$ cat config.mk
export PLATFORM = sky130hd
export DESIGN_NAME = adcim_top
export DESIGN_NICKNAME = d
export VERILOG_FILES = /design/src/hdl/adcim_clk_div.v /design/src/hdl/adcim_sar.v /design/src/hdl/adcim_top.v
export VERILOG_INCLUDE_DIRS = /design/src /design/src/hdl
export SDC_FILE = /design/constraint.sdc
export NUM_CORES = 1
export LEC_CHECK = 0
export ABC_AREA = 1
export BUFFER_PORTS_ARGS = -buffer_cell sky130_fd_sc_hd__buf_2
export CORE_ASPECT_RATIO = 0.7
export CORE_MARGIN = 2
export CORE_UTILIZATION = 25
export DETAILED_ROUTE_END_ITERATION = 8
export PLACE_DENSITY = 0.37
export SLEW_MARGIN = 20
export SYNTH_ARGS = -nofsm -noshare
export SYNTH_HDL_FRONTEND = slang
export SYNTH_SLANG_ARGS = --single-unit
export TNS_END_PERCENT = 30
$ cat constraint.sdc
create_clock -name clock_i -period 2.55 [get_ports clock_i]
set_input_delay 0.51 -clock clock_i [delete_from_list [all_inputs] [get_ports clock_i]]
set_output_delay 0.51 -clock clock_i [all_outputs]
set_load 0.03 [all_outputs]
$ cat src/hdl/adcim_defines.vh
`ifndef ADCIM_DEFINES_VH
`define ADCIM_DEFINES_VH
// Register addresses on the plain register port.
`define ADCIM_ADDR_CONV_CTRL 4'h0
`define ADCIM_ADDR_EVENT_MASK 4'h1
`define ADCIM_ADDR_SRC_ENABLE 4'h2
`define ADCIM_ADDR_CONTROL 4'h3
`define ADCIM_ADDR_STATUS 4'h4
`define ADCIM_ADDR_RESULT 4'h5
`define ADCIM_ADDR_MODE 4'h6
// Converter control fields.
`define ADCIM_CC_START 0
`define ADCIM_CC_POWER 2
`define ADCIM_CC_CLK_LO 3
`define ADCIM_CC_CH_LO 5
// Event mask fields.
`define ADCIM_EM_PERIOD1 4
`define ADCIM_EM_CONV_DONE 5
`define ADCIM_EM_SERIAL_RX 6
`define ADCIM_EM_PERIOD2 7
// Source enable fields.
`define ADCIM_SE_TICK 0
`define ADCIM_SE_CNT_A 1
`define ADCIM_SE_CNT_B 2
`define ADCIM_SE_EDGE0 3
`define ADCIM_SE_EDGE3 7
// Control register edge select bit.
`define ADCIM_CTL_EDGE_SEL 7
// Mode register fields.
`define ADCIM_MODE_GINT 0
`define ADCIM_MODE_LOW_SPEED 1
`define ADCIM_MODE_MASTER 2
`define ADCIM_MODE_SLOW_CLK 3
`define ADCIM_MODE_PORT_SW 4
// Reset values.
`define ADCIM_RST_ZERO 8'h00
`define ADCIM_RST_CONTROL 8'hff
// Timing.
`define ADCIM_CLK_HZ 10000000
`define ADCIM_CONV_CYCLES 12
`define ADCIM_MIN_CONV_NS 13000
`define ADCIM_MIN_CONV_CLKS ((`ADCIM_MIN_CONV_NS * (`ADCIM_CLK_HZ / 1000000) + 999) / 1000)
`define ADCIM_BASE_DIV (((`ADCIM_MIN_CONV_CLKS) + `ADCIM_CONV_CYCLES - 1) / `ADCIM_CONV_CYCLES)
`define ADCIM_VECTOR_ADDR 12'h008
`endif

$ cat src/hdl/adcim_clk_div.v
`timescale 1ns/1ps
`default_nettype none
`include "adcim_defines.vh"
module adcim_clk_div
(
   input wire clock_i,
   input wire rst_b_i,
   input wire run_i,
   input wire [1:0] sel_i,
   output reg tick_o
);
   localparam integer base_div = `ADCIM_BASE_DIV;
   reg [7:0] cnt_q;
   wire [7:0] base;
   wire [7:0] limit;
   // The base divisor is small, so its low byte carries the whole value.
   assign base = base_div[7:0];
   assign limit = (base << sel_i) - 8'd1;
   always @(posedge clock_i or negedge rst_b_i)
   begin
      if (!rst_b_i)
      begin
         cnt_q <= 8'h00;
         tick_o <= 1'b0;
      end
      else if (!run_i)
      begin
         cnt_q <= 8'h00;
         tick_o <= 1'b0;
      end
      else if (cnt_q >= limit)
      begin
         cnt_q <= 8'h00;
         tick_o <= 1'b1;
      end
      else
      begin
         cnt_q <= cnt_q + 8'h01;
         tick_o <= 1'b0;
      end
   end
endmodule // adcim_clk_div
`default_nettype wire

$ cat src/hdl/adcim_sar.v
`timescale 1ns/1ps
`default_nettype none
`include "adcim_defines.vh"
module adcim_sar
(
   input wire clock_i,
   input wire rst_b_i,
   input wire start_i,
   input wire tick_i,
   input wire comp_i,
   output reg [7:0] trial_o,
   output reg busy_o,
   output reg done_o,
   output reg [7:0] result_o
);
   reg [3:0] step_q;
   reg [7:0] bit_q;
   always @(posedge clock_i or negedge rst_b_i)
   begin
      if (!rst_b_i)
      begin
         step_q <= 4'h0;
         bit_q <= 8'h00;
         trial_o <= 8'h00;
         busy_o <= 1'b0;
         done_o <= 1'b0;
         result_o <= 8'h00;
      end
      else
      begin
         done_o <= 1'b0;
         if (!busy_o)
         begin
            if (start_i)
            begin
               busy_o <= 1'b1;
               step_q <= 4'h0;
               bit_q <= 8'h80;
               trial_o <= 8'h80;
            end
         end
         else if (tick_i)
         begin
            step_q <= step_q + 4'h1;
            if (step_q >= 4'h2 && step_q <= 4'h9)
            begin
               bit_q <= bit_q >> 1;
               trial_o <= (comp_i ? trial_o : (trial_o & ~bit_q)) | (bit_q >> 1);
            end
            if (step_q == 4'd`ADCIM_CONV_CYCLES - 4'd1)
            begin
               busy_o <= 1'b0;
               done_o <= 1'b1;
               result_o <= trial_o;
            end
         end
      end
   end
endmodule // adcim_sar
`default_nettype wire

$ cat src/hdl/adcim_top.v
// The plain strobed port and the placing of the registers were decided locally.
`timescale 1ns/1ps
`default_nettype none
`include "adcim_defines.vh"
// Overview of operation
// - Event mask bit 5 gates the conversion completion interrupt.
// - A conversion begins whenever conv_start and conv_power are both set and the converter is idle, except in the cycle in which a conversion ends.
// - Each conversion takes twelve converter clock cycles.
// - Shortest conversion period is 13 us.
// - With mask set, completion clears conv_start and, outside low speed, raises the interrupt.
// - Completion flag set by hardware, cleared by software.
// - With mask clear, conversion repeats, start stays set, flag stays clear.
// - Setting the mask again resumes flag setting at conversion ends.
// - conv_power low powers down converter bias circuits.
// - Result is 8-bit successive approximation, held in the result register.
// - Four channels share one sample-and-hold; reference external or supply.
// - Converter interrupt fires on the rising edge of the completion flag.
// - Mask bits 4 and 7 enable period1 and period2 interrupts.
// - Mask bit 6 enables the serial receive-full interrupt.
// - Source enable bits 0 to 3 and 7 enable their interrupts.
// - Enabled source with global enable redirects fetch to address 8.
// - Edge pin 0 triggers on the edge chosen by control bit 7.
// - Edge pin 3 triggers only on a falling edge.
// - Low speed: serial and period interrupts need master and slow clock.
// - Channel codes 010 to 101 select inputs 3 to 6, others none.
// - Sample clock select divides converter clock by 1, 2, 4 or 8.
module adcim_top
(
   input wire clock_i,
   input wire rst_b_i,
   input wire [3:0] addr_i,
   input wire [7:0] wdata_i,
   input wire wr_i,
   input wire rd_i,
   output reg [7:0] rdata_o,
   input wire comp_i,
   input wire ext_ref_i,
   input wire tick_overflow_i,
   input wire counter_a_timeout_i,
   input wire counter_b_timeout_i,
   input wire edge_pin_0_i,
   input wire edge_pin_3_i,
   input wire serial_rx_full_i,
   input wire period1_done_i,
   input wire period2_done_i,
   input wire global_int_on_i,
   input wire global_int_off_i,
   output reg [7:0] dac_trial_o,
   output reg [3:0] chan_en_o,
   output reg sample_hold_o,
   output reg bias_en_o,
   output reg ref_ext_sel_o,
   output reg port_conv_mode_o,
   output reg irq_o,
   output reg [11:0] vector_addr_o
);
   reg [7:0] conv_ctrl_q;
   reg [7:0] event_mask_q;
   reg [7:0] src_enable_q;
   reg [7:0] control_q;
   reg [7:0] status_q;
   reg [7:0] mode_q;
   reg gint_q;
   reg conv_done_q;
   reg done_prev_q;
   reg edge0_prev_q;
   reg edge3_prev_q;
   reg [7:0] flags_d;
   reg [7:0] src_d;
   reg [2:0] ch;
   wire conv_tick;
   wire sar_busy;
   wire sar_done;
   wire [7:0] sar_result;
   wire [7:0] sar_trial;
   wire mask_done;
   wire low_speed;
   wire slow_ok;
   wire sar_start;
   wire edge0_hit;
   wire edge3_hit;
   wire start_wr;
   assign mask_done = event_mask_q[`ADCIM_EM_CONV_DONE];
   assign low_speed = mode_q[`ADCIM_MODE_LOW_SPEED];
   assign slow_ok = mode_q[`ADCIM_MODE_MASTER] & mode_q[`ADCIM_MODE_SLOW_CLK];
   assign start_wr = wr_i && addr_i == `ADCIM_ADDR_CONV_CTRL;
   // A conversion starts only while powered and started; a busy SAR ignores new starts.
   assign sar_start = conv_ctrl_q[`ADCIM_CC_START] & conv_ctrl_q[`ADCIM_CC_POWER] & ~sar_done;
   assign edge0_hit = control_q[`ADCIM_CTL_EDGE_SEL] ? (~edge0_prev_q & edge_pin_0_i) :
      (edge0_prev_q & ~edge_pin_0_i);
   assign edge3_hit = edge3_prev_q & ~edge_pin_3_i;
   adcim_clk_div u_div
   (
      .clock_i(clock_i),
      .rst_b_i(rst_b_i),
      .run_i(sar_busy),
      .sel_i(conv_ctrl_q[`ADCIM_CC_CLK_LO +: 2]),
      .tick_o(conv_tick)
   );
   adcim_sar u_sar
   (
      .clock_i(clock_i),
      .rst_b_i(rst_b_i),
      .start_i(sar_start),
      .tick_i(conv_tick),
      .comp_i(comp_i),
      .trial_o(sar_trial),
      .busy_o(sar_busy),
      .done_o(sar_done),
      .result_o(sar_result)
   );
   always @*
   begin
      ch = conv_ctrl_q[`ADCIM_CC_CH_LO +: 3];
      flags_d = 8'h00;
      flags_d[`ADCIM_EM_PERIOD1] = period1_done_i & (~low_speed | slow_ok);
      flags_d[`ADCIM_EM_PERIOD2] = period2_done_i & (~low_speed | slow_ok);
      flags_d[`ADCIM_EM_SERIAL_RX] = serial_rx_full_i & (~low_speed | slow_ok);
      src_d = 8'h00;
      src_d[`ADCIM_SE_TICK] = tick_overflow_i;
      src_d[`ADCIM_SE_CNT_A] = counter_a_timeout_i;
      src_d[`ADCIM_SE_CNT_B] = counter_b_timeout_i;
      src_d[`ADCIM_SE_EDGE0] = edge0_hit;
      src_d[`ADCIM_SE_EDGE3] = edge3_hit;
   end
   always @(posedge clock_i or negedge rst_b_i)
   begin
      if (!rst_b_i)
      begin
         conv_ctrl_q <= `ADCIM_RST_ZERO;
         event_mask_q <= `ADCIM_RST_ZERO;
         src_enable_q <= `ADCIM_RST_ZERO;
         control_q <= `ADCIM_RST_CONTROL;
         status_q <= `ADCIM_RST_ZERO;
         mode_q <= `ADCIM_RST_ZERO;
         gint_q <= 1'b0;
         conv_done_q <= 1'b0;
         done_prev_q <= 1'b0;
         edge0_prev_q <= 1'b0;
         edge3_prev_q <= 1'b0;
         rdata_o <= 8'h00;
         irq_o <= 1'b0;
         vector_addr_o <= 12'h000;
      end
      else
      begin
         edge0_prev_q <= edge_pin_0_i;
         edge3_prev_q <= edge_pin_3_i;
         done_prev_q <= conv_done_q;
         if (global_int_on_i)
            gint_q <= 1'b1;
         else if (global_int_off_i)
            gint_q <= 1'b0;
         if (wr_i)
         begin
            if (addr_i == `ADCIM_ADDR_CONV_CTRL)
               conv_ctrl_q <= wdata_i & 8'hfd;
            else if (addr_i == `ADCIM_ADDR_EVENT_MASK)
               event_mask_q <= wdata_i & 8'hf0;
            else if (addr_i == `ADCIM_ADDR_SRC_ENABLE)
               src_enable_q <= wdata_i;
            else if (addr_i == `ADCIM_ADDR_CONTROL)
               control_q <= wdata_i;
            else if (addr_i == `ADCIM_ADDR_MODE)
               mode_q <= wdata_i & 8'h1f;
         end
         // Hardware clears start at the end only when the completion mask is set.
         if (sar_done && mask_done && !start_wr)
            conv_ctrl_q[`ADCIM_CC_START] <= 1'b0;
         // Software clears status flags by writing 1; a new event wins over the clear.
         if (wr_i && addr_i == `ADCIM_ADDR_STATUS)
            status_q <= (status_q & ~wdata_i) | flags_d | {2'b00, sar_done & mask_done, 5'h00};
         else
            status_q <= status_q | flags_d | {2'b00, sar_done & mask_done, 5'h00};
         if (sar_done && mask_done)
            conv_done_q <= 1'b1;
         else if (wr_i && addr_i == `ADCIM_ADDR_STATUS && wdata_i[`ADCIM_EM_CONV_DONE])
            conv_done_q <= 1'b0;
         // Interrupt requests from masked events and enabled sources.
         if (gint_q && (|(src_d & src_enable_q) || |(flags_d & event_mask_q) ||
            (conv_done_q && !done_prev_q && mask_done && !low_speed)))
         begin
            irq_o <= 1'b1;
            vector_addr_o <= `ADCIM_VECTOR_ADDR;
         end
         else
            irq_o <= 1'b0;
         if (rd_i)
         begin
            if (addr_i == `ADCIM_ADDR_CONV_CTRL)
               rdata_o <= conv_ctrl_q;
            else if (addr_i == `ADCIM_ADDR_EVENT_MASK)
               rdata_o <= event_mask_q;
            else if (addr_i == `ADCIM_ADDR_SRC_ENABLE)
               rdata_o <= src_enable_q;
            else if (addr_i == `ADCIM_ADDR_CONTROL)
               rdata_o <= control_q;
            else if (addr_i == `ADCIM_ADDR_STATUS)
               rdata_o <= {status_q[7:6], conv_done_q, status_q[4:0]};
            else if (addr_i == `ADCIM_ADDR_RESULT)
               rdata_o <= sar_result;
            else if (addr_i == `ADCIM_ADDR_MODE)
               rdata_o <= mode_q;
            else
               rdata_o <= 8'h00;
         end
         else
            rdata_o <= 8'h00;
      end
   end
   always @(posedge clock_i or negedge rst_b_i)
   begin
      if (!rst_b_i)
      begin
         dac_trial_o <= 8'h00;
         chan_en_o <= 4'h0;
         sample_hold_o <= 1'b0;
         bias_en_o <= 1'b0;
         ref_ext_sel_o <= 1'b0;
         port_conv_mode_o <= 1'b0;
      end
      else
      begin
         dac_trial_o <= sar_trial;
         if (ch >= 3'h2 && ch <= 3'h5)
            chan_en_o <= 4'h1 << (ch - 3'h2);
         else
            chan_en_o <= 4'h0;
         sample_hold_o <= sar_busy;
         bias_en_o <= conv_ctrl_q[`ADCIM_CC_POWER];
         ref_ext_sel_o <= ext_ref_i;
         port_conv_mode_o <= mode_q[`ADCIM_MODE_PORT_SW];
      end
   end
endmodule // adcim_top
`default_nettype wire

# Yosys cells after proc, flatten, opt, wreduce, memory -nomap -nowiden
# Cells that the tools add are included.
# classes
n_eq_ne	9
n_bitwise	31
reduce_logical	33
magnitude_cmp	5
addsub	4
n_shift	2
n_mux	41
# ops
cell	count
8-bit 2-to-1 mux	18
8-bit bitwise AND	4
1-bit 2-to-1 mux	18
4-bit 2-to-1 mux	4
8-bit inverter	2
8-bit by 6-bit OR with 8-bit output	2
8-bit OR	2
8-bit OR reduction	2
4-bit by 3-bit == test with 1-bit output (second input constant)	3
1-bit logical AND	11
1-bit bitwise AND	10
2-bit nonzero test	5
1-bit inverter	9
3-bit AND reduction	3
8-bit by 1-bit adder with 8-bit output (second input constant)	1
4-bit by 2-bit == test with 1-bit output (second input constant)	2
8-bit >= comparator	1
8-bit by 7-bit OR with 8-bit output	1
4-bit by 2-bit left shift with 8-bit output (first input constant)	1
8-bit by 1-bit subtractor with 8-bit output (second input constant)	1
2-bit AND reduction	3
6-bit AND reduction	1
5-bit 2-to-1 mux	1
5-bit AND reduction	1
other kinds (15)	19
# totals
out_inout_bits	37
reg_bits	110
input_bits	28

# Logic depth before layout (Yosys ltp)
# depth
ltp_word	9
mapped_depth	13

# Modules after synthesis
# From an unflattened synthesis, not the netlist that was laid out.
# unflattened
cells_unflattened	549
area_unflattened_um2	5138.7
# modules_own_cells
module	cells_each	n_inst	area_each_um2
adcim_top	319	1	3083.0
adcim_sar	155	1	1436.4
adcim_clk_div	75	1	619.3

# Worst setup path after synthesis
# Ideal clock, no wire load.
# synth_path
kind	flip-flop to flip-flop
startpoint	reg conv_ctrl_q[3]
endpoint	reg u_div.cnt_q[0]
setup_slack_ns	0.456
path_stages_with_launch	13
setup_ns	0.128
t_arrival_ns	1.966
synth_period_minus_slack_ns	2.094
path_cell_list	dfrtp_1 inv_1 ha_1 inv_1 nand4_1 xor2_1 inv_1 ha_1 nand2_1 nor2_1 nand4_1 nand4_1 nor2_1
# synth_via
elab_chain_len	5
# synth_lines
element	line	rtl
from (decl)	adcim_top.v:57	reg [7:0] conv_ctrl_q;
from (signal assigned)	adcim_top.v:130	conv_ctrl_q <= `ADCIM_RST_ZERO;
from (signal assigned)	adcim_top.v:157	conv_ctrl_q <= wdata_i & 8'hfd;
4-bit by 2-bit left shift with 8-bit output	adcim_clk_div.v:18	assign limit = (base << sel_i) - 8'd1;
8-bit by 1-bit subtractor with 8-bit output	adcim_clk_div.v:18	
8-bit >= comparator	adcim_clk_div.v:31	else if (cnt_q >= limit)
8-bit 2-to-1 mux	adcim_clk_div.v:31	
8-bit 2-to-1 mux	adcim_clk_div.v:26	else if (!run_i)
to (signal assigned)	adcim_clk_div.v:38	cnt_q <= cnt_q + 8'h01;
to (decl)	adcim_clk_div.v:13	reg [7:0] cnt_q;
# No other way between the ends.
# A chain may end at the register's enable or synchronous reset.

# Worst setup path after layout
# layout_path
startpoint	reg conv_ctrl_q[3]
endpoint	reg u_div.cnt_q[7]
# The elaborated chain is that of the path after synthesis.

==> key figures <==
Worst setup path
  – FF-to-FF Start: conv_ctrl_q[3]
  – WP buf/inv: 4
  – CP Depth: 13
  – CP startpoint: conv_ctrl_q[3]
  – CP peak stage delay: roughly 0.46 ns
  – End of the critical path: u_div.cnt_q[7]
  – Data arrival, critical path: about 2.5 ns
  – Worst reg2reg setup slack: 0.29 ns
  – CP Data Required Time: ~2.8 ns
  – Worst path cell trace: inv_1 > ha_1 > inv_1 > nand4_1 > xor2_1 > inv_1 > ha_1 > nand2_1 > nor2_1 > nand4_1 > nand4_1 > buf_4 > nor2_1
  – Endpoint type of the worst setup path: flop
  – Critical path fanouts, max: 8
  – R2r worst-path depth: 13
  – Family with the most delay on the worst path: simple AND/OR/NAND/NOR gates
  – Crit Path Class: flop to flop
  – Critical Path Slowest Stage Cell: dfrtp_2
  – FF-to-FF End: u_div.cnt_q[7]
  – Startpoint types: flop

GRT
  – Gr usage total: 0.133
  – First-pass GRT wire length: roughly 22000 um
  – Pin count of the biggest net entering global routing: 34
  – Number of global-route vias before repair: 3996
  – Initial antenna violation count: 0
  – GR Overflow Total: 0

Final layout
  – Final nets: approximately 680
  – Share of layout cells above drive strength 1: 0.159
  – Area Growth Syn to Fin: 16.2%
  – Final core area utilization: 0.297
  – # diodes: 0

Synthesis
  – Synth area leaders: dfrtp_1 50%, nand2_1 11%, ha_1 5.7%, o21ai_0 5.5%, dfstp_2 4.1%
  – Yosys Warn Count: 0
  – Yosys top cell area share: 0.498
  – Mapped Cells: ~570
  – Netlist cell types: 35
  – Average size of a mapped cell: 8.99 um2
  – Synth Register Bits: approximately 110
  – Synth area leader: dfrtp_1
  – Mapped Area: 5080 um2
  – Sequential-to-total area share from yosys stat: 0.539

STA
  – Fmax: 0.443 GHz
  – Clk_skew: a little over 0.01 ns
  – Final setup viols: 0
  – Final Critical Period: 2.26 ns
  – Fin Setup TNS: 0 ns
  – RSZ-0062 raised after global routing: no
  – Final hold vios: 0
  – Max Slew Vio Count: 0
  – Fin crit share: 0.886

Clocking
  – CTS H-Tree Depth: 3
  – CTS buffer count: 9
  – Maximum clock path buffer count: 2
  – CTS tree: done
  – CTS sink count: 109
  – Clk_lat worst skew: 0.35 ns
  – CTS clk-pin slew, worst paths: roughly 0.070 ns
  – Clock root cell: clkbuf_16

Route
  – Drt drc: 0
  – Vias per cell: approximately 4.3
  – Drt wl/cell: approximately 15 um
  – Via Count: about 4000
  – Antenna-violating nets left: 0
  – Final WL: 13200 um
  – First drt pass iteration count: 4
  – Iteration-0 DRC Markers: 226

Power
  – Pleak: 2.96 nW
  – PwrDens: around 830 nW/um2
  – Peak supply drop: between 500 and 600 uV

Worst hold path
  – HP Class: input port to asynchronous set/reset pin

Placed design
  – Final Wtd Congestion: ~0.83
  – Number of I/O port buffers: 53
  – Dpl hpwl: approximately 9900 um

Floorplanning
  – Die Wd: 174 um
  – Die Ht: roughly 120 um
  – Initial Util: 0.256
  – Total core area: a little under 20000 um2
  – I/O pin count: 65
  – Full die area: roughly 21000 um2
  – Site Rows: 43

Status
  – Status: complete, no violations

Run
  – Max-Cap Viols: 0
sequential cells by signal, indices dropped and copies added, names as in the netlist, 4 cells and up:
name	count
chan_en_o	4
conv_ctrl_q	7
u_sar.bit_q	8
mode_q	5
u_div.cnt_q	8
u_sar.trial_o	8
src_enable_q	8
rdata_o	8
event_mask_q	4
control_q	8
u_sar.result_o	8
dac_trial_o	8
status_q	7
u_sar.step_q	4
what timing repair did:
| action | in CTS | in global routing |
|---|---|---|
| hold buffers | 0 | 0 |
| resized for setup | 0 | 2 |
| endpoints found under the setup margin | 0 | 8 |
| buffers inserted | 0 | 1 |
cell usage after synthesis, drive strengths merged:
cell type  instances
clkbuf             2
o21bai             4
nand3             38
dfstp              8
nor2              43
xnor2              1
nand2            159
nand4              7
o22ai              1
o221ai             3
o21a               5
nand3b             1
o31ai              1
buf               19
a21oi             19
ha                23
xor2               7
a21boi             1
nor3               5
o21ai             57
or2                3
inv               54
conb               1
o211ai             2
dfrtp            101
through the flow:
stage	worst slack (ns)	cell area (um2)	cells	hold WS, ns	total power (W)
after detailed placement	0.139	5620	882	0.396	0.00357
after floorplan	0.456	5110	575	0.214	0.00316
final	0.291	5900	899	0.106	0.00488
after global placement	0.263	5620	882	0.398	0.00354
after CTS	0.108	5890	898	0.114	0.00494
after global routing	0.0794	5900	899	0.123	0.00524
routing by layer:
metal  GRT usage  share of wire  vias up  wire [um]
li1            -              -     1927          -
met1       0.193           0.53     1874       6950
met5           0              0        -          0
met2       0.193           0.42       73       5510
met3      0.0347          0.049       10        641
met4      0.0383         0.0083        0        109
layout make-up:
cell class | instances | area (um2)
timing repair buffer | 59 | 325
inverter | 54 | 203
sequential | 109 | 2740
fill | 2116 | 14000
clock buffer | 12 | 236
tap | 270 | 338
multi-input combinational | 391 | 2030
clock inverter | 4 | 32.5
cells by family after synthesis:
| logic type | count (synthesis) | synth area share |
|---|---|---|
| XOR/XNOR | 8 | 0.0138 |
| adder cells (fa/ha/maj) | 23 | 0.0567 |
| buffers and inverters | 75 | 0.0692 |
| AND/OR/NAND/NOR | 256 | 0.220 |
| AO/OA/AOI/OAI | 93 | 0.101 |
| flip-flops | 109 | 0.539 |
| other | 1 | 0.000739 |
how the worst min path moves through the flow:
stage | from | endpoint
6_report | rst_b_i | ref_ext_sel_o
2_1_floorplan | rst_b_i | bias_en_o
3_5_place_dp | u_sar.trial_o[1] | dac_trial_o[1]
3_3_place_gp | mode_q[4] | port_conv_mode_o
4_1_cts | rst_b_i | ref_ext_sel_o
5_1_grt | rst_b_i | ref_ext_sel_o
layout by cell type (no fill, tap or decap), types with 2 or more instances in the layout:
master      count
nand2_1       155
dfrtp_1        99
o21ai_0        56
buf_2          52
inv_1          51
nor2_1         36
nand3_1        36
ha_1           23
a21oi_1        19
conb_1         11
clkbuf_16       9
dfstp_2         8
nand4_1         7
xor2_1          7
nor2_4          6
buf_4           6
o21a_1          5
nor3_1          5
o21bai_1        4
nand2_2         3
o221ai_1        3
inv_2           3
clkbuf_1        3
nand3_2         2
o211ai_1        2
or2_2           2
clkinvlp_4      2
inv_6           2
dfrtp_2         2
where the power goes:
part | switching, W | leakage (nW) | total [W] | internal, W
Sequential | 0.000282 | 1.34 | 0.00237 | 0.00209
Combinational | 0.000788 | 1.50 | 0.00118 | 0.000392
Clock | 0.000659 | 0.124 | 0.00133 | 0.000673
Total | 0.00173 | 2.96 | 0.00488 | 0.00315
(Power assumes the default switching activity.)
